===== src/logic/aio_regs_pkg.sv =====
/*
  register map, field positions, reset values and carriers of the
  board control register bank.
  assumes a single clock domain and a simple synchronous register port.
*/
`default_nettype none
package aio_regs_pkg;

  localparam int unsigned ADDR_W = 6;

  localparam logic [5:0] OFF_BOARD_CONTROL = 6'h00;
  localparam logic [5:0] OFF_INTR_CONTROL  = 6'h04;
  localparam logic [5:0] OFF_INPUT_BUF     = 6'h08;
  localparam logic [5:0] OFF_INPUT_BUF_CTL = 6'h0C;
  localparam logic [5:0] OFF_RATE_A        = 6'h10;
  localparam logic [5:0] OFF_RATE_B        = 6'h14;
  localparam logic [5:0] OFF_OUTPUT_BUF    = 6'h18;
  localparam logic [5:0] OFF_OUTPUT_BUF_CT = 6'h1C;
  localparam logic [5:0] OFF_SCAN_SYNC     = 6'h20;
  localparam logic [5:0] OFF_DIGITAL_PORT  = 6'h24;
  localparam logic [5:0] OFF_BOARD_CONFIG  = 6'h28;
  localparam logic [5:0] OFF_CAL_VALUES    = 6'h2C;

  localparam logic [31:0] RST_BOARD_CONTROL = 32'h0000_4060;
  localparam logic [31:0] RST_INTR_CONTROL  = 32'h0000_0008;
  localparam logic [31:0] RST_BUF_CONTROL   = 32'h0000_7FFE;
  localparam logic [31:0] RST_RATE_A        = 32'h0001_0C80;
  localparam logic [31:0] RST_RATE_B        = 32'h0000_0080;
  localparam logic [31:0] RST_SCAN_SYNC     = 32'h0000_02D1;
  localparam logic [31:0] RST_ZERO          = 32'h0000_0000;

  // writable bits of the board control register
  localparam logic [31:0] BCR_RW_MASK       = 32'h000F_BF77;
  localparam logic [31:0] SCAN_RW_MASK      = 32'h0003_FFFF;
  localparam logic [31:0] RATE_RW_MASK      = 32'h0001_FFFF;

  localparam int unsigned BIT_OUT_BURST_EN  = 9;
  localparam int unsigned BIT_OUT_SYNC      = 11;
  localparam int unsigned BIT_IN_SYNC       = 12;
  localparam int unsigned BIT_AUTOCAL       = 13;
  localparam int unsigned BIT_AUTOCAL_PASS  = 14;
  localparam int unsigned BIT_REINIT        = 15;

  localparam int unsigned SCAN_CLK_LSB      = 2;
  localparam int unsigned OUT_SYNC_LSB      = 6;
  localparam logic [1:0]  SRC_SOFTWARE      = 2'h3;

  typedef struct packed {
    logic [2:0] input_config_sel;
    logic [1:0] voltage_span;
    logic       offset_binary;
    logic       simultaneous_out;
    logic       burst_enable;
    logic       loop_enable;
    logic       term_lo_en;
    logic       term_hi_en;
    logic       current_out_en;
    logic       current_4_20;
  } board_mode_t;

  typedef struct packed {
    logic out_burst_start;
    logic in_scan_start;
    logic autocal_start;
    logic reinit_start;
  } trigger_t;

endpackage : aio_regs_pkg
`default_nettype wire


===== src/logic/analog_io_board_control_regs.sv =====
/*
  control register bank of an analog current-loop i/o board.
  assumes the host port is synchronous to clk_sys; the engines that
  run bursts, scans, calibration and init report completion by pulses.
*/
// Behaviour
// - three-bit input mode, resets to differential
// - shared range field, resets highest range
// - bit 6 offset binary, resets high
// - bit 8 simultaneous outputs, resets low
// - bit 9 enables output burst mode
// - bit 10 enables output looping
// - bit 11 starts one burst, self clears
// - bit 12 starts one scan, self clears
// - bit 13 autocal, held until done
// - pass bit set at start, kept on success
// - bit 15 reinit loads defaults except calibration values, self clears
// - bits 16,17 input terminators per group
// - bit 18 enables current outputs
// - bit 19 selects 4-20 mA scaling
// - control register resets to 0x00004060
// - scan/sync register at 0x20, 0x2D1
// - input buffer read at 0x08 pops
// - output buffer write at 0x18 pushes
// - configuration register at 0x28 read only
// - interrupt register at 0x04, 0x08
// - scan clock code 3 selects software scan
// - burst sync code 3 selects software burst
`timescale 1ns/1ns
`default_nettype none
module analog_io_board_control_regs
  import aio_regs_pkg::*;
#(
  parameter logic [31:0] CONFIG_VALUE = 32'h0000_0001 // arbitrary value
)(
  // clock and reset
  input  wire logic              clk_sys,
  input  wire logic              rst_n,
  // register port
  input  wire logic              reg_wr,
  input  wire logic              reg_rd,
  input  wire logic [ADDR_W-1:0] reg_addr,
  input  wire logic [31:0]       reg_wdata,
  output logic      [31:0]       reg_rdata,
  // input sample buffer
  input  wire logic [31:0]       in_sample,
  output logic                   in_sample_pop,
  // output sample buffer
  output logic      [31:0]       out_sample,
  output logic                   out_sample_push,
  // engine completion
  input  wire logic              burst_done,
  input  wire logic              scan_done,
  input  wire logic              autocal_done,
  input  wire logic              autocal_ok,
  input  wire logic              reinit_done,
  // mode outputs
  output board_mode_t            board_mode,
  output trigger_t               trigger,
  output logic      [31:0]       scan_sync,
  output logic      [31:0]       rate_a,
  output logic      [31:0]       rate_b
);

  typedef enum logic [1:0] {
    CAL_IDLE = 2'b01,
    CAL_RUN  = 2'b10
  } cal_state_t;

  logic [31:0] bcr_q;
  logic [31:0] intr_q;
  logic [31:0] in_ctl_q;
  logic [31:0] out_ctl_q;
  logic [31:0] rate_a_q;
  logic [31:0] rate_b_q;
  logic [31:0] scan_q;
  logic [31:0] dio_q;
  logic [31:0] cal_vals_q;
  cal_state_t  cal_q;
  logic        init_busy_q;

  function automatic logic hit(input logic [ADDR_W-1:0] off);
    hit = reg_wr && (reg_addr == off);
  endfunction : hit

  logic wr_bcr;
  logic sw_scan_src;
  logic sw_burst_src;
  logic init_load;
  assign wr_bcr       = hit(OFF_BOARD_CONTROL);
  assign sw_scan_src  = scan_q[SCAN_CLK_LSB +: 2] == SRC_SOFTWARE;
  assign sw_burst_src = scan_q[OUT_SYNC_LSB +: 2] == SRC_SOFTWARE;
  assign init_load    = init_busy_q && reinit_done;

  // board control register
  always_ff @(posedge clk_sys or negedge rst_n)
  begin
    if (!rst_n)
    begin
      bcr_q <= RST_BOARD_CONTROL;
    end
    else if (init_load)
    begin
      bcr_q <= RST_BOARD_CONTROL;
    end
    else
    begin
      if (wr_bcr)
      begin
        bcr_q <= (bcr_q & ~BCR_RW_MASK) | (reg_wdata & BCR_RW_MASK);
        bcr_q[BIT_OUT_SYNC] <= bcr_q[BIT_OUT_SYNC] |
          (reg_wdata[BIT_OUT_SYNC] & bcr_q[BIT_OUT_BURST_EN]);
        bcr_q[BIT_IN_SYNC] <= bcr_q[BIT_IN_SYNC] | reg_wdata[BIT_IN_SYNC];
        bcr_q[BIT_AUTOCAL] <= bcr_q[BIT_AUTOCAL] | reg_wdata[BIT_AUTOCAL];
        bcr_q[BIT_REINIT]  <= bcr_q[BIT_REINIT] | reg_wdata[BIT_REINIT];
        // pass bit set at calibration start
        if (reg_wdata[BIT_AUTOCAL] && cal_q == CAL_IDLE)
        begin
          bcr_q[BIT_AUTOCAL_PASS] <= 1'b1;
        end
      end
      if (burst_done && bcr_q[BIT_OUT_SYNC])
      begin
        bcr_q[BIT_OUT_SYNC] <= 1'b0;
      end
      if (scan_done && bcr_q[BIT_IN_SYNC])
      begin
        bcr_q[BIT_IN_SYNC] <= 1'b0;
      end
      if (autocal_done && cal_q == CAL_RUN)
      begin
        bcr_q[BIT_AUTOCAL]      <= 1'b0;
        bcr_q[BIT_AUTOCAL_PASS] <= autocal_ok;
      end
    end
  end

  // calibration sequencer
  always_ff @(posedge clk_sys or negedge rst_n)
  begin
    if (!rst_n)
    begin
      cal_q <= CAL_IDLE;
    end
    else
    begin
      case (cal_q)
        CAL_IDLE:
        begin
          if (bcr_q[BIT_AUTOCAL] && !init_busy_q)
          begin
            cal_q <= CAL_RUN;
          end
        end
        CAL_RUN:
        begin
          if (autocal_done || init_load)
          begin
            cal_q <= CAL_IDLE;
          end
        end
        default:
        begin
          cal_q <= CAL_IDLE;
        end
      endcase
    end
  end

  // board initialization in progress
  always_ff @(posedge clk_sys or negedge rst_n)
  begin
    if (!rst_n)
    begin
      init_busy_q <= 1'b0;
    end
    else if (init_load)
    begin
      init_busy_q <= 1'b0;
    end
    else if (wr_bcr && reg_wdata[BIT_REINIT])
    begin
      init_busy_q <= 1'b1;
    end
  end

  // remaining registers
  always_ff @(posedge clk_sys or negedge rst_n)
  begin
    if (!rst_n)
    begin
      intr_q     <= RST_INTR_CONTROL;
      in_ctl_q   <= RST_BUF_CONTROL;
      out_ctl_q  <= RST_BUF_CONTROL;
      rate_a_q   <= RST_RATE_A;
      rate_b_q   <= RST_RATE_B;
      scan_q     <= RST_SCAN_SYNC;
      dio_q      <= RST_ZERO;
      cal_vals_q <= RST_ZERO;
    end
    else if (init_load)
    begin
      intr_q     <= RST_INTR_CONTROL;
      in_ctl_q   <= RST_BUF_CONTROL;
      out_ctl_q  <= RST_BUF_CONTROL;
      rate_a_q   <= RST_RATE_A;
      rate_b_q   <= RST_RATE_B;
      scan_q     <= RST_SCAN_SYNC;
      dio_q      <= RST_ZERO;
    end
    else
    begin
      if (hit(OFF_INTR_CONTROL))
      begin
        intr_q <= reg_wdata;
      end
      if (hit(OFF_INPUT_BUF_CTL))
      begin
        in_ctl_q <= reg_wdata;
      end
      if (hit(OFF_OUTPUT_BUF_CT))
      begin
        out_ctl_q <= reg_wdata;
      end
      if (hit(OFF_RATE_A))
      begin
        rate_a_q <= reg_wdata & RATE_RW_MASK;
      end
      if (hit(OFF_RATE_B))
      begin
        rate_b_q <= reg_wdata & RATE_RW_MASK;
      end
      if (hit(OFF_SCAN_SYNC))
      begin
        scan_q <= reg_wdata & SCAN_RW_MASK;
      end
      if (hit(OFF_DIGITAL_PORT))
      begin
        dio_q <= reg_wdata;
      end
      if (hit(OFF_CAL_VALUES))
      begin
        cal_vals_q <= reg_wdata;
      end
    end
  end

  // read data and buffer strobes
  always_ff @(posedge clk_sys or negedge rst_n)
  begin
    if (!rst_n)
    begin
      reg_rdata       <= RST_ZERO;
      in_sample_pop   <= 1'b0;
      out_sample_push <= 1'b0;
      out_sample      <= RST_ZERO;
    end
    else
    begin
      in_sample_pop   <= reg_rd && (reg_addr == OFF_INPUT_BUF);
      out_sample_push <= hit(OFF_OUTPUT_BUF);
      if (hit(OFF_OUTPUT_BUF))
      begin
        out_sample <= reg_wdata;
      end
      if (reg_rd)
      begin
        case (reg_addr)
          OFF_BOARD_CONTROL: reg_rdata <= bcr_q;
          OFF_INTR_CONTROL:  reg_rdata <= intr_q;
          OFF_INPUT_BUF:     reg_rdata <= in_sample;
          OFF_INPUT_BUF_CTL: reg_rdata <= in_ctl_q;
          OFF_RATE_A:        reg_rdata <= rate_a_q;
          OFF_RATE_B:        reg_rdata <= rate_b_q;
          OFF_OUTPUT_BUF_CT: reg_rdata <= out_ctl_q;
          OFF_SCAN_SYNC:     reg_rdata <= scan_q;
          OFF_DIGITAL_PORT:  reg_rdata <= dio_q;
          OFF_BOARD_CONFIG:  reg_rdata <= CONFIG_VALUE;
          OFF_CAL_VALUES:    reg_rdata <= cal_vals_q;
          default:           reg_rdata <= RST_ZERO;
        endcase
      end
    end
  end

  // mode and trigger outputs
  always_ff @(posedge clk_sys or negedge rst_n)
  begin
    if (!rst_n)
    begin
      board_mode <= '0;
      trigger    <= '0;
      scan_sync  <= RST_SCAN_SYNC;
      rate_a     <= RST_RATE_A;
      rate_b     <= RST_RATE_B;
    end
    else
    begin
      board_mode.input_config_sel <= bcr_q[2:0];
      board_mode.voltage_span     <= bcr_q[5:4];
      board_mode.offset_binary    <= bcr_q[6];
      board_mode.simultaneous_out <= bcr_q[8];
      board_mode.burst_enable     <= bcr_q[9];
      board_mode.loop_enable      <= bcr_q[10];
      board_mode.term_lo_en       <= bcr_q[16];
      board_mode.term_hi_en       <= bcr_q[17];
      board_mode.current_out_en   <= bcr_q[18];
      board_mode.current_4_20     <= bcr_q[19];
      trigger.out_burst_start <= bcr_q[BIT_OUT_SYNC] && sw_burst_src;
      trigger.in_scan_start   <= bcr_q[BIT_IN_SYNC] && sw_scan_src;
      trigger.autocal_start   <= cal_q == CAL_RUN;
      trigger.reinit_start    <= init_busy_q;
      scan_sync <= scan_q;
      rate_a    <= rate_a_q;
      rate_b    <= rate_b_q;
    end
  end

  property p_bcr_reset;
    @(posedge clk_sys) $rose(rst_n) |-> bcr_q == RST_BOARD_CONTROL;
  endproperty
  a_bcr_reset: assert property (p_bcr_reset)
    else $error("control register not at reset value");

  property p_reinit_defaults;
    @(posedge clk_sys) disable iff (!rst_n)
      init_load |=> bcr_q == RST_BOARD_CONTROL && scan_q == RST_SCAN_SYNC;
  endproperty
  a_reinit_defaults: assert property (p_reinit_defaults)
    else $error("reinit did not load defaults");

  property p_burst_gated;
    @(posedge clk_sys) disable iff (!rst_n)
      wr_bcr && reg_wdata[BIT_OUT_SYNC] && !bcr_q[BIT_OUT_BURST_EN]
      && !bcr_q[BIT_OUT_SYNC] && !init_load |=> !bcr_q[BIT_OUT_SYNC];
  endproperty
  a_burst_gated: assert property (p_burst_gated)
    else $error("burst started while burst mode off");

  property p_scan_clear;
    @(posedge clk_sys) disable iff (!rst_n)
      scan_done && bcr_q[BIT_IN_SYNC] |=> !bcr_q[BIT_IN_SYNC];
  endproperty
  a_scan_clear: assert property (p_scan_clear)
    else $error("scan trigger not cleared");

  property p_cal_pass;
    @(posedge clk_sys) disable iff (!rst_n)
      autocal_done && cal_q == CAL_RUN && !init_load
      |=> bcr_q[BIT_AUTOCAL_PASS] == $past(autocal_ok) && !bcr_q[BIT_AUTOCAL];
  endproperty
  a_cal_pass: assert property (p_cal_pass)
    else $error("pass bit wrong after calibration");

  property p_scan_src;
    @(posedge clk_sys) disable iff (!rst_n)
      trigger.in_scan_start |-> $past(sw_scan_src) && $past(bcr_q[BIT_IN_SYNC]);
  endproperty
  a_scan_src: assert property (p_scan_src)
    else $error("scan trigger without software source");

  property p_pop;
    @(posedge clk_sys) disable iff (!rst_n)
      reg_rd && reg_addr == OFF_INPUT_BUF |=> in_sample_pop;
  endproperty
  a_pop: assert property (p_pop)
    else $error("input buffer read did not pop");

  property p_reserved_zero;
    @(posedge clk_sys) disable iff (!rst_n)
      bcr_q[31:20] == 12'h000 && !bcr_q[3] && !bcr_q[7]
      && scan_q[31:18] == 14'h0000;
  endproperty
  a_reserved_zero: assert property (p_reserved_zero)
    else $error("reserved bit set");

endmodule : analog_io_board_control_regs
`default_nettype wire


===== config.mk =====
export PLATFORM = sky130hd
export DESIGN_NAME = analog_io_board_control_regs
export DESIGN_NICKNAME = d
export VERILOG_FILES = /design/src/logic/aio_regs_pkg.sv /design/src/logic/analog_io_board_control_regs.sv
export SDC_FILE = /design/constraint.sdc
export NUM_CORES = 1
export LEC_CHECK = 0
export ABC_AREA = 1
export BUFFER_PORTS_ARGS = -buffer_cell sky130_fd_sc_hd__clkbuf_2
export CAP_MARGIN = 20
export CORE_MARGIN = 2
export CORE_UTILIZATION = 45
export CTS_CLUSTER_DIAMETER = 150
export DETAILED_ROUTE_END_ITERATION = 10
export PLACE_DENSITY = 0.71
export RECOVER_POWER = 25
export SLEW_MARGIN = 20
export SYNTH_ARGS = -nofsm -noshare
export SYNTH_HDL_FRONTEND = slang
export SYNTH_SLANG_ARGS = --single-unit
export TNS_END_PERCENT = 5

===== constraint.sdc =====
create_clock -name clk_sys -period 2 [get_ports clk_sys]
set_input_delay 0.4 -clock clk_sys [delete_from_list [all_inputs] [get_ports clk_sys]]
set_output_delay 0.4 -clock clk_sys [all_outputs]
set_load 0.1 [all_outputs]

# [Word level (Yosys, flattened, before mapping)]
# Cells that the tools add are included.
[classes] n_eq_ne=17 muxes=26 bitwise=7 reduce_logical=37
[ops] cell="$mux W32" count=16
[ops] cell="$pmux W32 S11" count=1
[ops] cell="$or A32 B20 Y32" count=1
[ops] cell="$eq A6 B5 Y1 const B" count=4
[ops] cell="$eq A6 B6 Y1 const B" count=4
[ops] cell="$logic_and A1 B1 Y1" count=20
[ops] cell="$reduce_bool A2 Y1" count=9
[ops] cell="$eq A6 B4 Y1 const B" count=2
[ops] cell="$reduce_bool A3 Y1" count=3
[ops] cell="$eq A2 B2 Y1 const B" count=3
[ops] cell="$eq A6 B3 Y1 const B" count=1
[ops] cell="$logic_not A6 Y1" count=1
[ops] cell="$mux W2" count=3
[ops] cell="$mux W1" count=5
[ops] cell="$ne A2 B1 Y1 const B" count=2
[ops] cell="$or A1 B1 Y1" count=4
[ops] cell="$pmux W2 S2" count=1
[ops] cell="$reduce_and A2 Y1" count=2
[ops] cell="$eq A2 B1 Y1 const B" count=1
[ops] cell="$and A1 B1 Y1" count=1
[ops] cell="$logic_not A1 Y1" count=1
[ops] cell="$logic_or A1 B1 Y1" count=1
[ops] cell="$not A1 Y1" count=1
[totals] reg_bits=470 in_bits=79 output_inout_bits=179 elab_cells=122

# [Depth between registers and ports, before layout]
# Gate-level depths: netlist (run 1).
[logic_depth] depth_word=6 ltp_mapped=11 mapped_depth_nobuf=10

# [Worst setup path before layout (run 1)]
# No wires, ideal clock.
[synth_path] path_kind="input port to flip-flop" from="input port reg_addr[1]" to="register scan_q[5]" setup_time_ps=130 t_arrival_ps=1382 required_ps=1870 slack_ps=488 path_stages=7 path_buffers=1 cell_sequence="nor2_2 > nand2_1 > nor3_2 > nor2_2 > clkbuf_1 > nand2_1 > o21ai_1"
[synth_via] elab_chain_len=3
[synth_lines] element="from (decl)" line_no="analog_io_board_control_regs.sv:42" source="input wire logic [ADDR_W-1:0] reg_addr,"
[synth_lines] element="$eq A6 B6 Y1" line_no="analog_io_board_control_regs.sv:83" source="hit = reg_wr && (reg_addr == off);"
[synth_lines] element="$logic_and A1 B1 Y1" line_no="analog_io_board_control_regs.sv:83"
[synth_lines] element="$reduce_bool A2 Y1 (no line)"
[synth_lines] element="to (signal assigned)" line_no="analog_io_board_control_regs.sv:235" source="scan_q <= reg_wdata & SCAN_RW_MASK;"
[synth_lines] element="to (decl)" line_no="analog_io_board_control_regs.sv:76" source="logic [31:0] scan_q;"
# Every way passes these cells.
# A chain may end at the register's enable or synchronous reset.

# [Worst setup path after layout (run 1)]
[layout_path] from="register scan_sync[6]" to="output port scan_sync[6]"
[layout_lines] element="from (decl)" line_no="analog_io_board_control_regs.sv:60" source="output logic [31:0] scan_sync,"
[layout_lines] element="from (signal assigned)" line_no="analog_io_board_control_regs.sv:313" source="scan_sync <= scan_q;"
# No word-level cell between the ends.

==> results.yml, run 1 <==
layout:
  final_util_pct: 55.0
  layout.nets: 2166
  fin_area_um2: 19000
  area_growth_pct: 19.7
  drive_above_1_share_pct: 20.3
  instances_no_fill: 2574
die:
  die_w_um: 192
  die-area_um2: 36800
  core_um2: 34600
  rows: 68
  die_y_um: 192
  num_io_pins: 258
  start_util_pct: 45.9
critical_path:
  cp.required_ps: 1600
  path_cells: "clkbuf_2"
  worstSetupPathType: "reg -> out"
  crit_family: "flip-flops"
  slowest_stage: "dfstp_2"
  path_buf_inv: 1
  crit_arrival_ps: 1500
  crit_path_start_kind: "flop"
  critPathCaptureType: "primary output"
  slowest_delay_ps: 520
  critPathMaxFanout: 1
grt:
  grt_pass1_vias: 13300
  gr-usage-all-layers_pct: 27.7
  grt_pass1_wl_mm: 77.3
  grt.overflow.total: 0
  antenna_found_initial: 3
  grt_max_degree: 65
detailed_routing:
  via_per_inst: 5.29
  ant_nets: 0
  drcViolationCount: 0
  wire_per_inst_um: 19.4
  drtIter0Drc: 1145
  dr_total_vias: 13600
  dr.pass1.iters: 5
  postRouteWirelength_mm: 49.8
yosys:
  ys_seq_area_share_pct: 58.3
  synth_top_cell_area_share_pct: 49.6
  async_reset_ff_share_pct: 100
  yosysTopAreaCell: "dfrtp_1"
  synth.avg_cell_area_um2: 8.56
  synth_top_flop_cell: "dfrtp_1"
  ys_types: 29
  syn_area_um2: 15900
  synthCells: 1857
  yosysWarnings: 0
  synth_area_leaders: "dfrtp_1 50%, nand2_1 13%, dfstp_2 8.8%"
  ys_ff_latch: 368
  synth-edff-count: 0
placed_design:
  place_inst: 2500
  dp_hpwl_mm: 36.2
  place_area_um2: 17800
  port_buffers: 213
  place_congestion: 0.945
timing:
  period_minus_slack_ps: 1900
  setup_violations: 0
  fin_crit_sh_pct: 95.2
  maxSlewHeadroom_pct: 37.1
  skew_ps: 28.6
  tns_ps: 0
  rsz0062_at_grt: "false"
  maxSlewViolCount: 0
  finalHoldViolations: 0
  clock.fmax_mhz: 525
  worst_slew_pin_slew_ps: 943
flow_run:
  drv_cap: 0
clocking:
  clockBufferDepth: 3
  clock-sinks: 368
  insertion_delay_ps: 540
  clkSlewWorstSetupHoldPaths_ps: 60
  post_cts_buffers: 0
  cts_tree: "built"
  cts-resized-gates: 0
  htreeDepth: 2
  cts_root_buffer: "clkbuf_16"
  cts_buffers: 39
  cts-hold-fix-buffers: 1
power_and_ir_drop:
  p_per_area_nw_per_um2: 1590
  leakage_nw: 9.92
  ir_drop_uv: 1460
min_path:
  min_path_type: "in -> reg"
status:
  outcome: "finished clean"
-- Yosys cell counts (2+ instances only) --
cell	n
a21oi_1	10
a21oi_2	2
a31oi_1	9
buf_1	2
buf_2	52
buf_4	47
clkbuf_1	43
dfrtp_1	315
dfstp_2	53
inv_1	145
inv_2	13
nand2_1	549
nand2_2	5
nand3_1	87
nand4_1	64
nor2_1	171
nor2_2	10
nor2_4	5
nor3_2	2
o21ai_0	78
o21ai_1	186
o21ai_4	2
-- registers in the layout, indices dropped and copies added (netlist names), 18 cells and up --
name and count:
intr_q 32, bcr_q 18, in_ctl_q 32, out_ctl_q 32, scan_q 18, cal_vals_q 32, scan_sync 18, reg_rdata 32
dio_q 32, out_sample 32
-- final timing paths --
kind	depth (start not counted)	slack, ps	end	start
worst min-delay path	3	120	bcr_q[12]	reg_wdata[12]
worst max-delay path	1	100	scan_sync[6]	scan_sync[6]
min in group asynchronous	2	590	rate_b[12]	rst_n
worst max register to register	8	330	cal_vals_q[26]	init_busy_q
max in group asynchronous	3	310	intr_q[26]	rst_n
worst min register to register	0	400	scan_sync[6]	scan_q[6]
-- kinds of logic after synthesis --
| kind of cell | after synthesis | share of synthesized area, % |
|---|---|---|
| buf+inv | 303 | 8.72 |
| flops | 368 | 58.3 |
| simple gates | 897 | 23.6 |
| compound gates | 288 | 9.35 |
| other cells | 1 | 0.0236 |
-- cell type report --
type / instances / area, um^2
fill: 3166 / 15600
sequential: 368 / 9280
multi-input combinational: 1229 / 5410
timing repair buffer: 291 / 1890
clock buffer: 59 / 1170
inverter: 158 / 593
tap: 455 / 569
clock inverter: 11 / 113
antenna: 3 / 7.51
-- layer usage --
layer | up-vias | GRT usage, % | share of wire, %
met5 | - | 0 | 0.024
met4 | 2 | 11.4 | 4.2
met3 | 129 | 4.82 | 8.5
met2 | 662 | 43.8 | 46
met1 | 6519 | 37.7 | 41
li1 | 6305 | - | -
-- cell usage in the layout, fill, tap and decap left out, types with 20 or more instances in the layout --
master	instances
dfstp_2	40
clkbuf_16	41
buf_4	51
nor2_1	170
conb_1	44
o21ai_0	78
clkbuf_2	215
nand3_1	87
o21ai_1	186
nand2_1	549
inv_1	145
dfrtp_1	315
buf_12	20
nand4_1	64
-- report_power, final --
| part | total, mW | internal, mW | switching, mW |
|---|---|---|---|
| clock network | 7.29 | 4.32 | 2.98 |
| registers | 12.3 | 10.5 | 1.82 |
| logic | 10.7 | 1.84 | 8.81 |
| total | 30.2 | 16.6 | 13.6 |
-- metrics by stage --
| step | power, mW | setup slack [ps] | hold slack (ps) |
|---|---|---|---|
| 4_1_cts | 30.4 | 71.3 | 104 |
| 6_report | 30.2 | 96.1 | 116 |
| 5_1_grt | 31.6 | 69.2 | 128 |
| 2_1_floorplan | 20.4 | 488 | 104 |
| 3_3_place_gp | 22.8 | 29.9 | 373 |
| 3_5_place_dp | 23.0 | 17.4 | 376 |
(Power assumes the default switching activity.)
==> run 2, diff against run 1 <==
RECOVER_POWER = not set   (was 25)
==> run 2 against run 1 <==
- largest cell class unchanged
- clock power barely moved
- die area unchanged
- cell count hardly changed
- sequential share of layout area decreased by 0.11 points
- count of clock-buffer cells in the layout unchanged
- global-route usage unchanged
- wire length is 0.28% higher
- critical path type unchanged
- flip-flop and latch count is the same
- first-iteration DRC count is 6.8% higher
- fmax barely moved
==> results.yml, run 2 (same netlist as run 1, synthesis figures left out) <==
grt:
  grt_pass1_wl_mm: 77.3
  grt_pass1_vias: 13300
  grt_max_degree: 65
  antenna_found_initial: 3
  gr-usage-all-layers_pct: 27.7
  grt.overflow.total: 0
power_and_ir_drop:
  ir_drop_uv: 1460
  p_sw_mw: 13.6
  p_clk_share_pct: 24.1
  p_per_area_nw_per_um2: 1590
  p_seq_share_pct: 40.7
  swShare_pct: 45.0
  internal_power_mw: 16.7
  leakage_nw: 9.95
  p_comb_share_pct: 35.2
critical_path:
  cp.required_ps: 1600
  slowest_stage: "dfstp_2"
  crit_arrival_ps: 1500
  critPathCaptureType: "primary output"
  crit_path_start_kind: "flop"
  crit_family: "flip-flops"
  worstSetupPathType: "reg -> out"
  path_cells: "clkbuf_2"
  slowest_delay_ps: 520
  path_buf_inv: 1
  critPathMaxFanout: 1
timing:
  maxSlewViolCount: 0
  period_minus_slack_ps: 1900
  rsz0062_at_grt: "false"
  clock.fmax_mhz: 525
  holdWs_ps: 114
  tns_ps: 0
  setup_violations: 0
  skew_ps: 32.0
  worst_slew_pin_slew_ps: 807
  maxSlewHeadroom_pct: 46.0
  fin_crit_sh_pct: 95.2
  finalHoldViolations: 0
die:
  die_w_um: 192
  start_util_pct: 45.9
  die_y_um: 192
  rows: 68
  die-area_um2: 36800
  num_io_pins: 258
  core_um2: 34600
layout:
  instances_no_fill: 2573
  final_common_cell: "nand2_1"
  final_util_pct: 55.1
  drive_above_1_share_pct: 21.0
  multi_input_area_um2: 5420
  area_growth_pct: 20.0
  layout.nets: 2166
  layout_common_cells: "549 x nand2_1, 315 x dfrtp_1, 212 x clkbuf_2"
  regArea_um2: 9280
  num-fill-cells: 3155
clocking:
  cts_buffers: 39
  cts-resized-gates: 0
  clkSlewWorstSetupHoldPaths_ps: 60
  clock-sinks: 368
  insertion_delay_ps: 540
  clockBufferDepth: 3
  post_cts_buffers: 0
  cts_tree: "built"
  htreeDepth: 2
  cts_root_buffer: "clkbuf_16"
  cts-hold-fix-buffers: 1
detailed_routing:
  postRouteWirelength_mm: 50.0
  via_per_inst: 5.32
  dr_total_vias: 13700
  drtIter0Drc: 1223
  ant_nets: 0
  wire_per_inst_um: 19.4
  dr.pass1.iters: 5
  drcViolationCount: 0
placed_design:
  dp_hpwl_mm: 36.2
  place_inst: 2500
  port_buffers: 213
  place_congestion: 0.945
flow_run:
  drv_cap: 0
min_path:
  min_path_type: "in -> reg"
status:
  outcome: "finished clean"
run 2: changes by cell type in the layout (fill, tap and decap cells not counted), sizes merged:
cell | previous run | this run
clkbuf | 278 | 271
buf | 71 | 78
diode | 3 | 2
run 2: path summary, 6_finish.rpt:
path / startpoint / end / slack (ps) / cells after the start
worst max register to register: init_busy_q / cal_vals_q[26] / 330 / 8
worst min register to register: scan_q[6] / scan_sync[6] / 380 / 0
max in group asynchronous: rst_n / scan_q[7] / 810 / 3
worst max-delay path: scan_sync[4] / scan_sync[4] / 100 / 1
worst min-delay path: reg_wdata[12] / bcr_q[12] / 110 / 3
min in group asynchronous: rst_n / rate_b[12] / 410 / 2
run 2: worst register-to-register path, delay by kind of cell (launching register included):
family	cells	cell delay, ps
AND/OR/NAND/NOR	4	420
buffers and inverters	3	690
flip-flops	1	390
AO/OA/AOI/OAI	1	110
run 2: area by class of cell:
| type | instances | share of cell area (%) |
|---|---|---|
| clock buffers | 59 | 6.15 |
| diodes | 2 | 0.0262 |
| multi-input cells | 1229 | 28.4 |
| inverters | 158 | 3.11 |
| clock inverters | 11 | 0.590 |
| well taps | 455 | 2.98 |
| flip-flops and latches | 368 | 48.6 |
| repair buffers | 291 | 10.1 |
run 2: stage by stage:
step           cell area (um^2)  power, mW  setup slack [ps]
4_1_cts                   19100       30.4              71.3
6_report                  19100       30.3              95.8
5_1_grt                   19100       31.6              69.2
3_5_place_dp              17800       23.0              17.4
2_1_floorplan             16100       20.4               488
3_3_place_gp              17800       22.8              29.9
run 2: per-layer routing:
| metal | GRT usage [%] | vias up | share of wire (%) |
|---|---|---|---|
| met5 | 0 | - | 0.024 |
| met1 | 37.7 | 6593 | 41 |
| met2 | 43.8 | 658 | 46 |
| li1 | - | 6307 | - |
| met4 | 11.4 | 2 | 4.3 |
| met3 | 4.82 | 129 | 8.6 |
run 2: power by group through the flow:
stage          clock network [mW]  logic [mW]  registers [mW]
2_1_floorplan                   0        2.88            17.5
3_3_place_gp                    0        10.5            12.3
3_5_place_dp                    0        10.7            12.4
4_1_cts                      7.38        10.7            12.3
5_1_grt                      7.71        11.3            12.6
6_report                     7.30        10.7            12.3
